**src/mcc_pkg.sv**
```systemverilog
package mcc_pkg;
  // ----------------------------------------
  // register offsets
  // ----------------------------------------
  localparam logic [7:0] OFS_CTRL = 8'h00;
  localparam logic [7:0] OFS_CFG  = 8'h04;
  localparam logic [7:0] OFS_GATE = 8'h08;
  localparam logic [7:0] OFS_KSEL = 8'h0c;
  localparam logic [7:0] OFS_STAT = 8'h10;
  localparam logic [7:0] OFS_CLR  = 8'h14;
  localparam logic [7:0] OFS_TRIM = 8'h18;
  // ----------------------------------------
  // reset values and codes
  // ----------------------------------------
  localparam logic [3:0] MSI_RANGE_RST = 4'h6;
  localparam logic [3:0] MSI_RANGES    = 4'hc;
  localparam logic [7:0] MSI_TRIM_RST  = 8'h80;
  localparam logic [31:0] GATE_RST     = 32'hffff_0007;
  localparam logic [1:0] ROOT_MSI = 2'h0;
  localparam logic [1:0] ROOT_HSI = 2'h1;
  localparam logic [1:0] ROOT_HSE = 2'h2;
  localparam logic [1:0] ROOT_PLL = 2'h3;
  localparam logic [1:0] PSRC_OFF = 2'h0;
  localparam logic [2:0] MCO_FIRST_SLOW = 3'h5;
  // ----------------------------------------
  // frequencies in kHz and timing
  // ----------------------------------------
  localparam logic [19:0] HSE_KHZ  = 20'd32000;
  localparam logic [19:0] HSI_KHZ  = 20'd16000;
  localparam logic [19:0] FMAX_KHZ = 20'd64000;
  localparam int SYS_CLK_KHZ = 40000;
  localparam int HSE_TMO_NS  = 1000;
  localparam int LSE_TMO_NS  = 100000;
  localparam int HSE_TMO_CYC = HSE_TMO_NS * SYS_CLK_KHZ / 1000000;
  localparam int LSE_TMO_CYC = LSE_TMO_NS * SYS_CLK_KHZ / 1000000;
  // ----------------------------------------
  // switch sequencer states
  // ----------------------------------------
  typedef enum logic [2:0] {
    SW_IDLE = 3'b000,
    SW_WAIT = 3'b001,
    SW_OFF  = 3'b010,
    SW_SWAP = 3'b011,
    SW_ON   = 3'b100
  } mcc_sw_t;
endpackage

```
**src/mcc_clock_ctrl.sv**
```systemverilog
// Design decisions made here: the address map and the plain strobed port.
`timescale 1ns/1ps
module mcc_clock_ctrl
  import mcc_pkg::*;
#(
  parameter int LSE_TMO = mcc_pkg::LSE_TMO_CYC
) (
  input  wire logic        i_sys_clk,
  input  wire logic        i_reset,
  input  wire logic [7:0]  i_addr,
  input  wire logic [31:0] i_wdata,
  input  wire logic        i_wr,
  input  wire logic        i_rd,
  output logic [31:0]      o_rdata,
  input  wire logic [6:0]  i_osc_rdy,
  input  wire logic        i_hse_tick,
  input  wire logic        i_lse_tick,
  input  wire logic        i_msi_tick,
  input  wire logic        i_root_tick,
  input  wire logic        i_stop_mode,
  input  wire logic        i_standby,
  output logic [1:0]       o_root_sel,
  output logic             o_root_gate,
  output logic [3:0]       o_msi_range,
  output logic [7:0]       o_msi_trim,
  output logic [1:0]       o_pll_src,
  output logic [3:0]       o_pll_n,
  output logic [1:0]       o_pll_m,
  output logic [2:0]       o_pll_out_en,
  output logic             o_ahb_tick,
  output logic             o_apb1_tick,
  output logic             o_apb2_tick,
  output logic             o_core_clk_en,
  output logic [1:0]       o_mem_clk_en,
  output logic [15:0]      o_periph_clk_en,
  output logic [1:0]       o_lse_drive,
  output logic             o_lse_bypass,
  output logic [13:0]      o_kernel_sel,
  output logic [1:0]       o_rtc_sel,
  output logic             o_rf_slow_sel,
  output logic [2:0]       o_mco_sel,
  output logic             o_mco_en,
  output logic             o_slow_clock_output_sel,
  output logic             o_slow_clock_output_en,
  output logic             o_css_irq
);
  import mcc_pkg::*;

  // ----------------------------------------
  // software registers
  // ----------------------------------------
  logic [31:0] ctrl_r, cfg_r, gate_r, ksel_r;
  logic [2:0]  flag_r;
  logic [7:0]  trim_r;
  mcc_sw_t     st_r, st_nxt;
  logic [1:0]  tgt_r;
  logic        hse_fail, lse_fail;

  wire         wr_ctrl = i_wr && i_addr == OFS_CTRL;
  wire         wr_cfg  = i_wr && i_addr == OFS_CFG;
  wire         wr_gate = i_wr && i_addr == OFS_GATE;
  wire         wr_ksel = i_wr && i_addr == OFS_KSEL;
  wire         wr_clr  = i_wr && i_addr == OFS_CLR;
  wire         css_en  = ctrl_r[5];
  wire         lcss_en = ctrl_r[6];
  wire         auto_tr = ctrl_r[4];
  wire [1:0]   req     = cfg_r[1:0];
  wire         on_hse  = o_root_sel == ROOT_HSE ||
                         (o_root_sel == ROOT_PLL && cfg_r[3:2] == ROOT_PLL);
  wire         css_hit = hse_fail && css_en && on_hse;
  wire         tgt_rdy = i_osc_rdy[tgt_r];

  // ----------------------------------------
  // frequency checks
  // ----------------------------------------
  function automatic logic [19:0] msi_khz(input logic [3:0] r);
    case (r)
      4'h0: msi_khz = 20'd100;
      4'h1: msi_khz = 20'd200;
      4'h2: msi_khz = 20'd400;
      4'h3: msi_khz = 20'd800;
      4'h4: msi_khz = 20'd1000;
      4'h5: msi_khz = 20'd2000;
      4'h6: msi_khz = 20'd4000;
      4'h7: msi_khz = 20'd8000;
      4'h8: msi_khz = 20'd16000;
      4'h9: msi_khz = 20'd24000;
      4'ha: msi_khz = 20'd32000;
      default: msi_khz = 20'd48000;
    endcase
  endfunction

  function automatic logic [19:0] pll_khz(input logic [1:0] s,
      input logic [3:0] n, input logic [1:0] m, input logic [3:0] r);
    logic [19:0] src;
    src = s == 2'h1 ? msi_khz(r) : s == 2'h2 ? HSI_KHZ
        : s == 2'h3 ? HSE_KHZ : 20'd0;
    pll_khz = 20'((24'(src) * 24'(n)) / 24'({1'b0, m} + 3'h1));
  endfunction

  // pll settings that would overrun 64 MHz are refused whole
  wire [19:0] cand_khz = pll_khz(i_wdata[3:2], i_wdata[7:4],
                                 i_wdata[9:8], ctrl_r[3:0]);
  wire        pll_bad  = wr_cfg && cand_khz > FMAX_KHZ;
  // a range that would push an msi-fed pll past the ceiling is kept out
  wire [19:0] rng_pll  = pll_khz(cfg_r[3:2], cfg_r[7:4], cfg_r[9:8],
                                 i_wdata[3:0]);
  wire [3:0]  rng_w    = i_wdata[3:0] < MSI_RANGES && rng_pll <= FMAX_KHZ
                         ? i_wdata[3:0] : ctrl_r[3:0];
  wire [19:0] cur_pll  = pll_khz(cfg_r[3:2], cfg_r[7:4], cfg_r[9:8],
                                 ctrl_r[3:0]);
  wire [19:0] root_khz = o_root_sel == ROOT_MSI ? msi_khz(ctrl_r[3:0])
                       : o_root_sel == ROOT_HSI ? HSI_KHZ
                       : o_root_sel == ROOT_HSE ? HSE_KHZ : cur_pll;
  wire [2:0]  ahb_div_w = cfg_r[15:13];
  wire [19:0] ahb_khz   = root_khz >> ahb_div_w;

  // ----------------------------------------
  // register writes
  // ----------------------------------------
  always_ff @(posedge i_sys_clk or posedge i_reset) begin
    if (i_reset) begin
      ctrl_r <= {8'h00, MSI_TRIM_RST, 12'h000, MSI_RANGE_RST};
      cfg_r  <= 32'h0000_0000;
      gate_r <= GATE_RST;
      ksel_r <= 32'h0000_0000;
    end else begin
      if (wr_ctrl)
        ctrl_r <= {8'h00, i_wdata[23:16], 4'h0, i_wdata[11:4], rng_w};
      // a range change keeps the pll limit intact
      if (wr_cfg && !pll_bad)
        cfg_r <= {10'h000, i_wdata[21:0]};
      // the forced fallback becomes the standing request, else the
      // sequencer would move straight back to the dead crystal
      if (css_hit)
        cfg_r[1:0] <= ROOT_HSI;
      if (wr_gate)
        gate_r <= i_wdata;
      if (wr_ksel)
        ksel_r <= {6'h00, i_wdata[25:0]};
    end
  end

  // ----------------------------------------
  // glitch-free root switch
  // ----------------------------------------
  always_comb begin
    st_nxt = st_r;
    case (st_r)
      SW_IDLE: if (css_hit || req != o_root_sel) st_nxt = SW_WAIT;
      SW_WAIT: if (tgt_rdy) st_nxt = SW_OFF;
      SW_OFF:  st_nxt = SW_SWAP;
      SW_SWAP: st_nxt = SW_ON;
      SW_ON:   st_nxt = SW_IDLE;
      default: st_nxt = SW_IDLE;
    endcase
  end

  // old clock gated off before the mux moves, on again after
  always_ff @(posedge i_sys_clk or posedge i_reset) begin
    if (i_reset) begin
      st_r        <= SW_IDLE;
      tgt_r       <= ROOT_MSI;
      o_root_sel  <= ROOT_MSI;
      o_root_gate <= 1'b1;
    end else begin
      st_r <= st_nxt;
      if (css_hit)
        tgt_r <= ROOT_HSI;
      else if (st_r == SW_IDLE)
        tgt_r <= req;
      if (st_r == SW_OFF)
        o_root_gate <= 1'b0;
      if (st_r == SW_SWAP)
        o_root_sel <= tgt_r;
      if (st_r == SW_ON)
        o_root_gate <= 1'b1;
    end
  end

  // ----------------------------------------
  // failure monitors and flags
  // ----------------------------------------
  mcc_fail_mon #(.LIMIT(HSE_TMO_CYC)) u_hse_mon (
    .i_sys_clk (i_sys_clk),
    .i_reset   (i_reset),
    .i_enable  (css_en & i_osc_rdy[2]),
    .i_tick    (i_hse_tick),
    .o_fail    (hse_fail)
  );
  mcc_fail_mon #(.LIMIT(LSE_TMO)) u_lse_mon (
    .i_sys_clk (i_sys_clk),
    .i_reset   (i_reset),
    .i_enable  (lcss_en & i_osc_rdy[4]),
    .i_tick    (i_lse_tick),
    .o_fail    (lse_fail)
  );

  wire [2:0] flag_set = {pll_bad, lse_fail & lcss_en, css_hit};
  wire [2:0] flag_clr = wr_clr ? i_wdata[5:3] : 3'h0;
  wire       irq_nxt  = (flag_r[0] & ctrl_r[10]) | (flag_r[1] & ctrl_r[11]);

  // set wins over a clear in the same cycle
  always_ff @(posedge i_sys_clk or posedge i_reset) begin
    if (i_reset) begin
      flag_r    <= 3'h0;
      o_css_irq <= 1'b0;
    end else begin
      flag_r    <= (flag_r & ~flag_clr) | flag_set;
      o_css_irq <= irq_nxt;
    end
  end

  // ----------------------------------------
  // multispeed rc auto-trim against slow crystal
  // ----------------------------------------
  logic [11:0] mcnt_r;
  wire  [11:0] expect_c = 12'((24'(msi_khz(ctrl_r[3:0])) * 24'd125) >> 12);
  wire  [11:0] band     = (expect_c >> 9) + 12'h001;
  wire         trim_go  = auto_tr && i_osc_rdy[4] && i_lse_tick;
  always_ff @(posedge i_sys_clk or posedge i_reset) begin
    if (i_reset) begin
      mcnt_r <= 12'h000;
      trim_r <= MSI_TRIM_RST;
    end else begin
      if (i_lse_tick)
        mcnt_r <= 12'h000;
      else if (i_msi_tick && mcnt_r != 12'hfff)
        mcnt_r <= mcnt_r + 12'h001;
      if (wr_ctrl)
        trim_r <= i_wdata[23:16];
      else if (trim_go && mcnt_r + band < expect_c && trim_r != 8'hff)
        trim_r <= trim_r + 8'h01;
      else if (trim_go && mcnt_r > expect_c + band && trim_r != 8'h00)
        trim_r <= trim_r - 8'h01;
    end
  end

  // ----------------------------------------
  // bus prescalers
  // ----------------------------------------
  logic ahb_t, apb1_t, apb2_t;
  mcc_prescaler #(.W(7)) u_ahb (
    .i_sys_clk  (i_sys_clk),
    .i_reset    (i_reset),
    .i_div_log2 (cfg_r[15:13]),
    .i_in_tick  (i_root_tick),
    .o_tick     (ahb_t)
  );
  mcc_prescaler #(.W(7)) u_apb1 (
    .i_sys_clk  (i_sys_clk),
    .i_reset    (i_reset),
    .i_div_log2 (cfg_r[18:16]),
    .i_in_tick  (ahb_t),
    .o_tick     (apb1_t)
  );
  mcc_prescaler #(.W(7)) u_apb2 (
    .i_sys_clk  (i_sys_clk),
    .i_reset    (i_reset),
    .i_div_log2 (cfg_r[21:19]),
    .i_in_tick  (ahb_t),
    .o_tick     (apb2_t)
  );

  // ----------------------------------------
  // outputs and clock outputs
  // ----------------------------------------
  // slow mco sources survive stop; of the two clock outputs only slow_clock_output survives standby
  wire mco_slow = ksel_r[22:20] >= MCO_FIRST_SLOW;
  wire mco_nxt  = ksel_r[23] && !i_standby && (!i_stop_mode || mco_slow);
  wire [31:0] stat_w = {19'h0, i_osc_rdy, flag_r, st_r != SW_IDLE,
                        o_root_sel};
  wire [31:0] rd_w = i_addr == OFS_CTRL ? ctrl_r
                   : i_addr == OFS_CFG  ? cfg_r
                   : i_addr == OFS_GATE ? gate_r
                   : i_addr == OFS_KSEL ? ksel_r
                   : i_addr == OFS_STAT ? stat_w
                   : i_addr == OFS_TRIM ? {24'h0, trim_r} : 32'h0;

  always_ff @(posedge i_sys_clk or posedge i_reset) begin
    if (i_reset) begin
      o_rdata         <= 32'h0;
      o_ahb_tick      <= 1'b0;
      o_apb1_tick     <= 1'b0;
      o_apb2_tick     <= 1'b0;
      o_mco_en        <= 1'b0;
      o_slow_clock_output_en       <= 1'b0;
    end else begin
      o_rdata     <= i_rd ? rd_w : 32'h0;
      o_ahb_tick  <= ahb_t;
      o_apb1_tick <= apb1_t;
      o_apb2_tick <= apb2_t;
      o_mco_en    <= mco_nxt;
      o_slow_clock_output_en   <= ksel_r[25];
    end
  end

  // straight register fields
  assign o_msi_range     = ctrl_r[3:0];
  assign o_msi_trim      = trim_r;
  assign o_lse_bypass    = ctrl_r[7];
  assign o_lse_drive     = ctrl_r[9:8];
  assign o_pll_src       = cfg_r[3:2];
  assign o_pll_n         = cfg_r[7:4];
  assign o_pll_m         = cfg_r[9:8];
  assign o_pll_out_en    = cfg_r[12:10];
  assign o_core_clk_en   = gate_r[0];
  assign o_mem_clk_en    = gate_r[2:1];
  assign o_periph_clk_en = gate_r[31:16];
  assign o_kernel_sel    = ksel_r[13:0];
  assign o_rtc_sel       = ksel_r[17:16];
  assign o_rf_slow_sel   = ksel_r[18];
  assign o_mco_sel       = ksel_r[22:20];
  assign o_slow_clock_output_sel      = ksel_r[24];
endmodule

```
**src/mcc_fail_mon.sv**
```systemverilog
`timescale 1ns/1ps
// watchdog on oscillator activity: no tick for LIMIT cycles is a failure
module mcc_fail_mon #(
  parameter int LIMIT = 40
) (
  input  wire logic i_sys_clk,
  input  wire logic i_reset,
  input  wire logic i_enable,
  input  wire logic i_tick,
  output logic      o_fail
);
  localparam int CW = $clog2(LIMIT + 1);
  logic [CW-1:0] cnt_r;
  logic          hit;
  assign hit = cnt_r == CW'(LIMIT);
  // one pulse per failure; re-armed by a fresh tick or by dropping i_enable
  always_ff @(posedge i_sys_clk or posedge i_reset) begin
    if (i_reset) begin
      cnt_r  <= '0;
      o_fail <= 1'b0;
    end else begin
      o_fail <= 1'b0;
      if (!i_enable || i_tick)
        cnt_r <= '0;
      else if (cnt_r < CW'(LIMIT)) begin
        cnt_r  <= cnt_r + 1'b1;
        o_fail <= (cnt_r == CW'(LIMIT - 1));
      end
    end
  end
endmodule

```
**src/mcc_prescaler.sv**
```systemverilog
`timescale 1ns/1ps
// power-of-two divider giving one enable pulse per divided period
module mcc_prescaler #(
  parameter int W = 7
) (
  input  wire logic         i_sys_clk,
  input  wire logic         i_reset,
  input  wire logic [2:0]   i_div_log2,
  input  wire logic         i_in_tick,
  output logic              o_tick
);
  logic [W-1:0] cnt_r;
  logic [W-1:0] mask;
  logic         wrap;
  assign mask = W'((1 << i_div_log2) - 1);
  assign wrap = (cnt_r & mask) == mask;
  always_ff @(posedge i_sys_clk or posedge i_reset) begin
    if (i_reset) begin
      cnt_r  <= '0;
      o_tick <= 1'b0;
    end else begin
      if (i_in_tick)
        cnt_r <= wrap ? '0 : cnt_r + 1'b1;
      o_tick <= i_in_tick & wrap;
    end
  end
endmodule

```
**config.mk**
```make
export PLATFORM = sky130hd
export DESIGN_NAME = mcc_clock_ctrl
export DESIGN_NICKNAME = d
export VERILOG_FILES = /design/src/mcc_pkg.sv /design/src/mcc_clock_ctrl.sv /design/src/mcc_fail_mon.sv /design/src/mcc_prescaler.sv
export SDC_FILE = /design/constraint.sdc
export NUM_CORES = 1
export LEC_CHECK = 0
export ABC_AREA = 1
export BUFFER_PORTS_ARGS = -buffer_cell sky130_fd_sc_hd__buf_2
export CAP_MARGIN = 20
export CORE_ASPECT_RATIO = 1.75
export CORE_MARGIN = 3
export CORE_UTILIZATION = 50
export DETAILED_ROUTE_END_ITERATION = 8
export HOLD_SLACK_MARGIN = 0.02
export PLACE_DENSITY = 0.68
export SYNTH_ARGS = -nofsm -noshare
export SYNTH_HDL_FRONTEND = slang
export SYNTH_HIERARCHICAL = 1
export SYNTH_SLANG_ARGS = --single-unit
```
**constraint.sdc**
```tcl
create_clock -name i_sys_clk -period 40.6 [get_ports i_sys_clk]
set_clock_uncertainty 0.1 [all_clocks]
set_input_delay 4.06 -clock i_sys_clk [delete_from_list [all_inputs] [get_ports i_sys_clk]]
set_output_delay 4.06 -clock i_sys_clk [all_outputs]
set_load 0.01 [all_outputs]
```
==> flow_metrics.tcl, run 1 <==
set metrics [dict create \
    grt_pass1_vias 44500 \
    reg2reg_from "ctrl_r[1]" \
    htree_num_levels 1 \
    place_congestion 1.05 \
    ctsHoldBuffers 0 \
    grt_max_degree 103 \
    finalSetupViolCount 0 \
    async_reset_ff_share_pct 100 \
    yosysWarnings 6 \
    cts-root-buf "clkbuf_16" \
    first_iter_violations 2517 \
    yosysTopAreaCell "nand2_1" \
    muxShareOfSynthArea_pct 0.0259 \
    synth_simple_gate_area_share_pct 46.7 \
    fin_nets 7582 \
    initial_core_util_pct 50.6 \
    postLayoutCoreUtil_pct 55.8 \
    track_usage_pct 30.4 \
    dpl.hpwl_um 118000 \
    startpoint "i_wdata[2]" \
    cp.buffers_inverters 42 \
    slew_headroom_pct 23.8 \
    syn_to_final_growth_pct 10.2 \
    grt-ovfl-total 0 \
    die_h_um 396 \
    io_pins 164 \
    synth_xor_area_share_pct 3.87 \
    synth_top_cell_area_share_pct 14.4 \
    wl_per_cell_um 17.0 \
    cap_viol_max_count 0 \
    placed_cells 8222 \
    yosysUniqueCellTypes 82 \
    maxSlewViolCount 0 \
    status "finished clean" \
    synth_adder_area_share_pct 12.8 \
    synth_top_family_by_area "simple AND/OR/NAND/NOR gates" \
    instances_no_fill 8314 \
    dr.pass1.iters 6 \
    crit_slowest_cell "fa_1" \
    synth_area_leaders "nand2_1 14%, dfrtp_1 12%, inv_1 8.8%, ha_1 8.4%, nand3_1 6.3%" \
    via_per_inst 5.44 \
    drt-total-wl_um 142000 \
    syn_area_per_cell_um2 6.36 \
    die_w_um 229 \
    via_count 45200 \
    timing.hold.ws_ns 0.250 \
    synth_cells 6831 \
    ys.flop_type "dfrtp_1" \
    synth_seq_cells 233 \
    io_buffer_count 163 \
    max_stage_delay_ns 0.58 \
    critical_path_class "in -> reg" \
    cp_common_cell "nand2_1" \
    tightest_slew_ns 1.13 \
    clk_pin_slew_ns 0.06 \
    worst_path_dominant_cell_family "simple AND/OR/NAND/NOR gates" \
    synth_compound_area_share_pct 9.91 \
    placementRows 142 \
    synth_seq_area_share_pct 13.5 \
    reg2reg_slack_ns 4.51 \
    hp-class "reg -> reg" \
    critPathLaunchType "input port" \
    drive_above_1_share_pct 20.3 \
    final_cell_mix "1667 x nand2_1, 1007 x inv_1, 672 x nor2_1" \
    remaining_drc_errors 0 \
    core_um2 85800 \
    cp.required_ns 40.91 \
    end_kind "flop" \
    dieArea_um2 90500 \
    ant_nets 0 \
    cts_buffers 25 \
    cts_sinks 233 \
    layout_commonest_cell "nand2_1" \
    fillCellCount 8832 \
    fin_crit_ns 37.61 \
    grt_pass1_wl_um 225000 \
    crit_fanout 23 \
    crit_arrival_ns 37.92 \
    period_share_pct 92.6 \
    syn_area_um2 43400 \
    clkLatencyLatePin_ns 0.56 \
    ctsLongestPathBuffers 3 \
    cts_tree "built" \
    clock.fmax_mhz 26.6 \
    hold_viol_final 0 \
    min_from "u_apb2/o_tick" \
    antenna_found_initial 11 \
    synth-edff-count 0 \
]
worst register-to-register path, delay by kind of cell, from the launching register on:
family	cells	cell delay, ns
fa+ha+maj	25	8.01
flops	1	0.67
compound gates	48	7.02
buf+inv	45	4.49
simple gates	122	15.34
mux	1	0.35
Yosys cell counts (all sizes together) (9+ instances only):
master / number
nor2: 877
o21bai: 26
nand3b: 26
nand2: 1960
fa: 96
buf: 109
xor2: 140
clkbuf: 46
and2: 10
dfstp: 24
nor3: 73
o21ai: 391
nand3: 703
o21a: 10
ha: 291
o211ai: 17
nand4: 265
o22ai: 10
clkinv: 48
dfrtp: 209
o31ai: 14
o2111ai: 9
a31oi: 24
xnor2: 52
nor4: 11
or2: 33
inv: 1104
a21oi: 207
sequential cells by signal, indices dropped and copies added (netlist names), 6 cells and up:
register         count
o_msi_trim           8
ksel_r              26
u_hse_mon/cnt_r      6
u_apb1/cnt_r         7
u_lse_mon/cnt_r     32
ctrl_r              20
mcnt_r              12
u_apb2/cnt_r         7
o_rdata             32
u_ahb/cnt_r          7
cfg_r               22
gate_r              32
metal layers:
layer	global-route usage [%]	vias to the layer above	part of all wire, %
met5	0	-	0.040
met4	17.2	8	6.4
met3	3.34	483	4.1
met2	60.8	1187	54
met1	29.8	21000	35
li1	-	22500	-
cell type report:
class / instances / area (µm²) / share of cell area, %
clock buffers: 31 / 698 / 1.46
diodes: 5 / 12.5 / 0.0261
clock inverters: 15 / 234 / 0.489
multi-input cells: 5294 / 32300 / 67.5
repair buffers: 431 / 2860 / 5.97
well taps: 1152 / 1440 / 3.01
inverters: 1153 / 4460 / 9.33
flip-flops and latches: 233 / 5860 / 12.2
cell families after synthesis:
logic type	after synthesis
and+or+nand+nor	3968
buffers and inverters	1308
AOI/OAI and AO/OA	741
adders and majority gates	387
DFF	233
xor gates and xnor gates	192
other	1
muxes	1
worst paths after layout:
path	to	cells past startpoint
max	cfg_r[4]	239
min	o_apb2_tick	0
max reg2reg	cfg_r[4]	241
min reg2reg	o_apb2_tick	0
max in group asynchronous	ksel_r[1]	3
min in group asynchronous	u_hse_mon/o_fail	2
stage by stage:
stage	setup TNS (ns)	cell area [µm²]	worst slack, ns
2_1_floorplan	0	43400	1.25
3_3_place_gp	0	46200	0.198
3_5_place_dp	-2.94	46200	-0.141
4_1_cts	0	47100	0.248
5_1_grt	-3.89	47800	-0.223
6_report	0	47800	2.99
timing repair:
action,4_1_cts,5_1_grt
resized for setup,0,133
endpoints found under the setup margin,0,27
setup buffers,0,39
Power of run 1 is not shown: default switching activity piles up to over one toggle a cycle in this logic, so the estimate is an artifact.
==> inputs of run 2 (changes only) <==
--- a/config.mk
+++ b/config.mk
@@ -8,12 +8,15 @@
 export ABC_AREA = 1
 export BUFFER_PORTS_ARGS = -buffer_cell sky130_fd_sc_hd__buf_2
 export CAP_MARGIN = 20
+export CELL_PAD_IN_SITES_DETAIL_PLACEMENT = 1
+export CELL_PAD_IN_SITES_GLOBAL_PLACEMENT = 1
 export CORE_ASPECT_RATIO = 1.75
 export CORE_MARGIN = 3
-export CORE_UTILIZATION = 50
+export CORE_UTILIZATION = 47
+export CTS_BUF_LIST = sky130_fd_sc_hd__clkbuf_4 sky130_fd_sc_hd__clkbuf_8 sky130_fd_sc_hd__clkbuf_16
 export DETAILED_ROUTE_END_ITERATION = 8
 export HOLD_SLACK_MARGIN = 0.02
-export PLACE_DENSITY = 0.68
+export PLACE_DENSITY = 0.85
 export SYNTH_ARGS = -nofsm -noshare
 export SYNTH_HDL_FRONTEND = slang
 export SYNTH_HIERARCHICAL = 1
==> run 2 against run 1 <==
Worst setup slack got worse by 0.50 ns. Via count up 4.0%. Hold slack barely moved. Highest routed layer unchanged. Register-to-register slack lost 0.74 ns. Global-route usage rose by 2.4 points. Flip-flop and latch count unchanged. First-iteration DRC count shrank 23%. Utilization shrank 3.6 points.
==> flow_metrics.tcl, run 2 (synthesis gave the netlist of run 1 again) <==
set metrics [dict create \
    regArea_um2 5860 \
    cts-root-buf "clkbuf_16" \
    dr.pass1.iters 8 \
    fillCellCount 12600 \
    pre_cts_ws_ns -1.61 \
    grt_max_degree 112 \
    cts_sinks 233 \
    grt_use_met1_pct 29.9 \
    place_congestion 1.02 \
    layout_commonest_cell "nand2_1" \
    fin_nets 7513 \
    final_cell_mix "1663 x nand2_1, 1007 x inv_1, 664 x nor2_1" \
    io_buffer_count 163 \
    via_per_inst 5.68 \
    maxSlewViolCount 0 \
    multi_input_area_um2 32500 \
    gr-max-usage-layer "met2" \
    crit_fanout 42 \
    antenna_found_initial 14 \
    clk_pin_slew_ns 0.06 \
    io_pins 164 \
    tightest_slew_ns 1.19 \
    first_iter_violations 1939 \
    cts_tree "built" \
    via_count 47000 \
    period_share_pct 93.9 \
    grt_pass1_wl_um 258000 \
    cap_viol_max_count 0 \
    grt_pass1_vias 50800 \
    timing.final.ws_setup_ns 2.49 \
    ctsHoldBuffers 0 \
    grt-ovfl-total 0 \
    cts_buffers 26 \
    finalSetupViolCount 0 \
    clkLatencyLatePin_ns 0.59 \
    ctsLongestPathBuffers 3 \
    drt-total-wl_um 166000 \
    hold_viol_final 0 \
    status "finished clean" \
    htree_num_levels 1 \
    crit_arrival_ns 38.47 \
    critPathLaunchType "input port" \
    hp-class "reg -> reg" \
    grtUsageMet3_pct 4.43 \
    clock.fmax_mhz 26.2 \
    slew_headroom_pct 19.6 \
    cp_common_cell "nand2_1" \
    cp.required_ns 40.95 \
    fin_crit_ns 38.11 \
    crit_slowest_cell "fa_1" \
    dieArea_um2 96200 \
    dpl.hpwl_um 138000 \
    wl_per_cell_um 20.0 \
    die_h_um 408 \
    placementRows 146 \
    max_stage_delay_ns 0.55 \
    critical_path_class "in -> reg" \
    drive_above_1_share_pct 19.9 \
    grt.met2_usage_pct 65.5 \
    initial_core_util_pct 47.7 \
    reg_top3 "gate_r (32), o_rdata (32), u_lse_mon/cnt_r (32)" \
    core_um2 91000 \
    syn_to_final_growth_pct 9.34 \
    track_usage_pct 32.8 \
    end_kind "flop" \
    remaining_drc_errors 0 \
    ant_nets 0 \
    die_w_um 236 \
]
## run 2: changes by cell type in the layout (fill, tap and decap cells not counted), moves of 5 or more
cell,change
nor2_1,-8
buf_4,-71
o21ai_0,-5
o21ai_2,+8
bufinv_16,-5
clkinv_2,+5
## run 2: stage by stage
stage | TNS, ns | hold slack [ns] | instances | util (%) | instance area (µm²)
6_report | 0 | 0.249 | 8281 | 52.2 | 47500
4_1_cts | -0.0309 | 0.254 | 8198 | 51.0 | 46400
2_1_floorplan | 0 | 0.231 | 6834 | - | 43400
5_1_grt | -9.11 | 0.266 | 8275 | 52.2 | 47500
3_5_place_dp | -39.97 | 0.248 | 8148 | 49.9 | 45400
3_3_place_gp | -5.08 | 0.234 | 8148 | 49.9 | 45400
## run 2: worst paths after layout
kind / from / to / cells after the start / slack, ns
hold reg to reg: u_apb1/o_tick / o_apb1_tick / 0 / 0.25
setup / recovery: i_wdata[3] / cfg_r[5] / 240 / 2.49
setup reg to reg: ctrl_r[1] / cfg_r[5] / 247 / 3.77
hold / removal: u_apb1/o_tick / o_apb1_tick / 0 / 0.25
max in group asynchronous: i_reset / cfg_r[12] / 3 / 35.41
min in group asynchronous: i_reset / u_lse_mon/cnt_r[1] / 2 / 3.40
## run 2: layout make-up
| type | instances | share of cell area [%] |
|---|---|---|
| Multi-Input combinational cell | 5295 | 68.4 |
| Sequential cell | 233 | 12.3 |
| Inverter | 1153 | 9.39 |
| Timing Repair Buffer | 360 | 4.90 |
| Tap cell | 1184 | 3.12 |
| Clock buffer | 35 | 1.58 |
| Clock inverter | 13 | 0.229 |
| Antenna cell | 8 | 0.0422 |
## run 2: timing repair
item | CTS | global route
cloned | 0 | 2
setup endpoints to repair | 27 | 27
setup buffers | 2 | 72
pin swaps | 2 | 72
resized for setup | 29 | 147
## run 2: worst max-delay path: cells and delay by family
| family | cells | cell delay [ns] |
|---|---|---|
| buf+inv | 44 | 4.64 |
| fa+ha+maj | 25 | 7.96 |
| simple gates | 120 | 14.76 |
| compound gates | 50 | 6.59 |
| mux | 1 | 0.32 |
## run 2: layer usage
metal / up-vias / wire, µm
met5: - / 44
met4: 6 / 13400
met3: 690 / 6350
met2: 1151 / 90900
met1: 22800 / 55200
li1: 22400 / -
Power of run 2 is left out for the same reason.
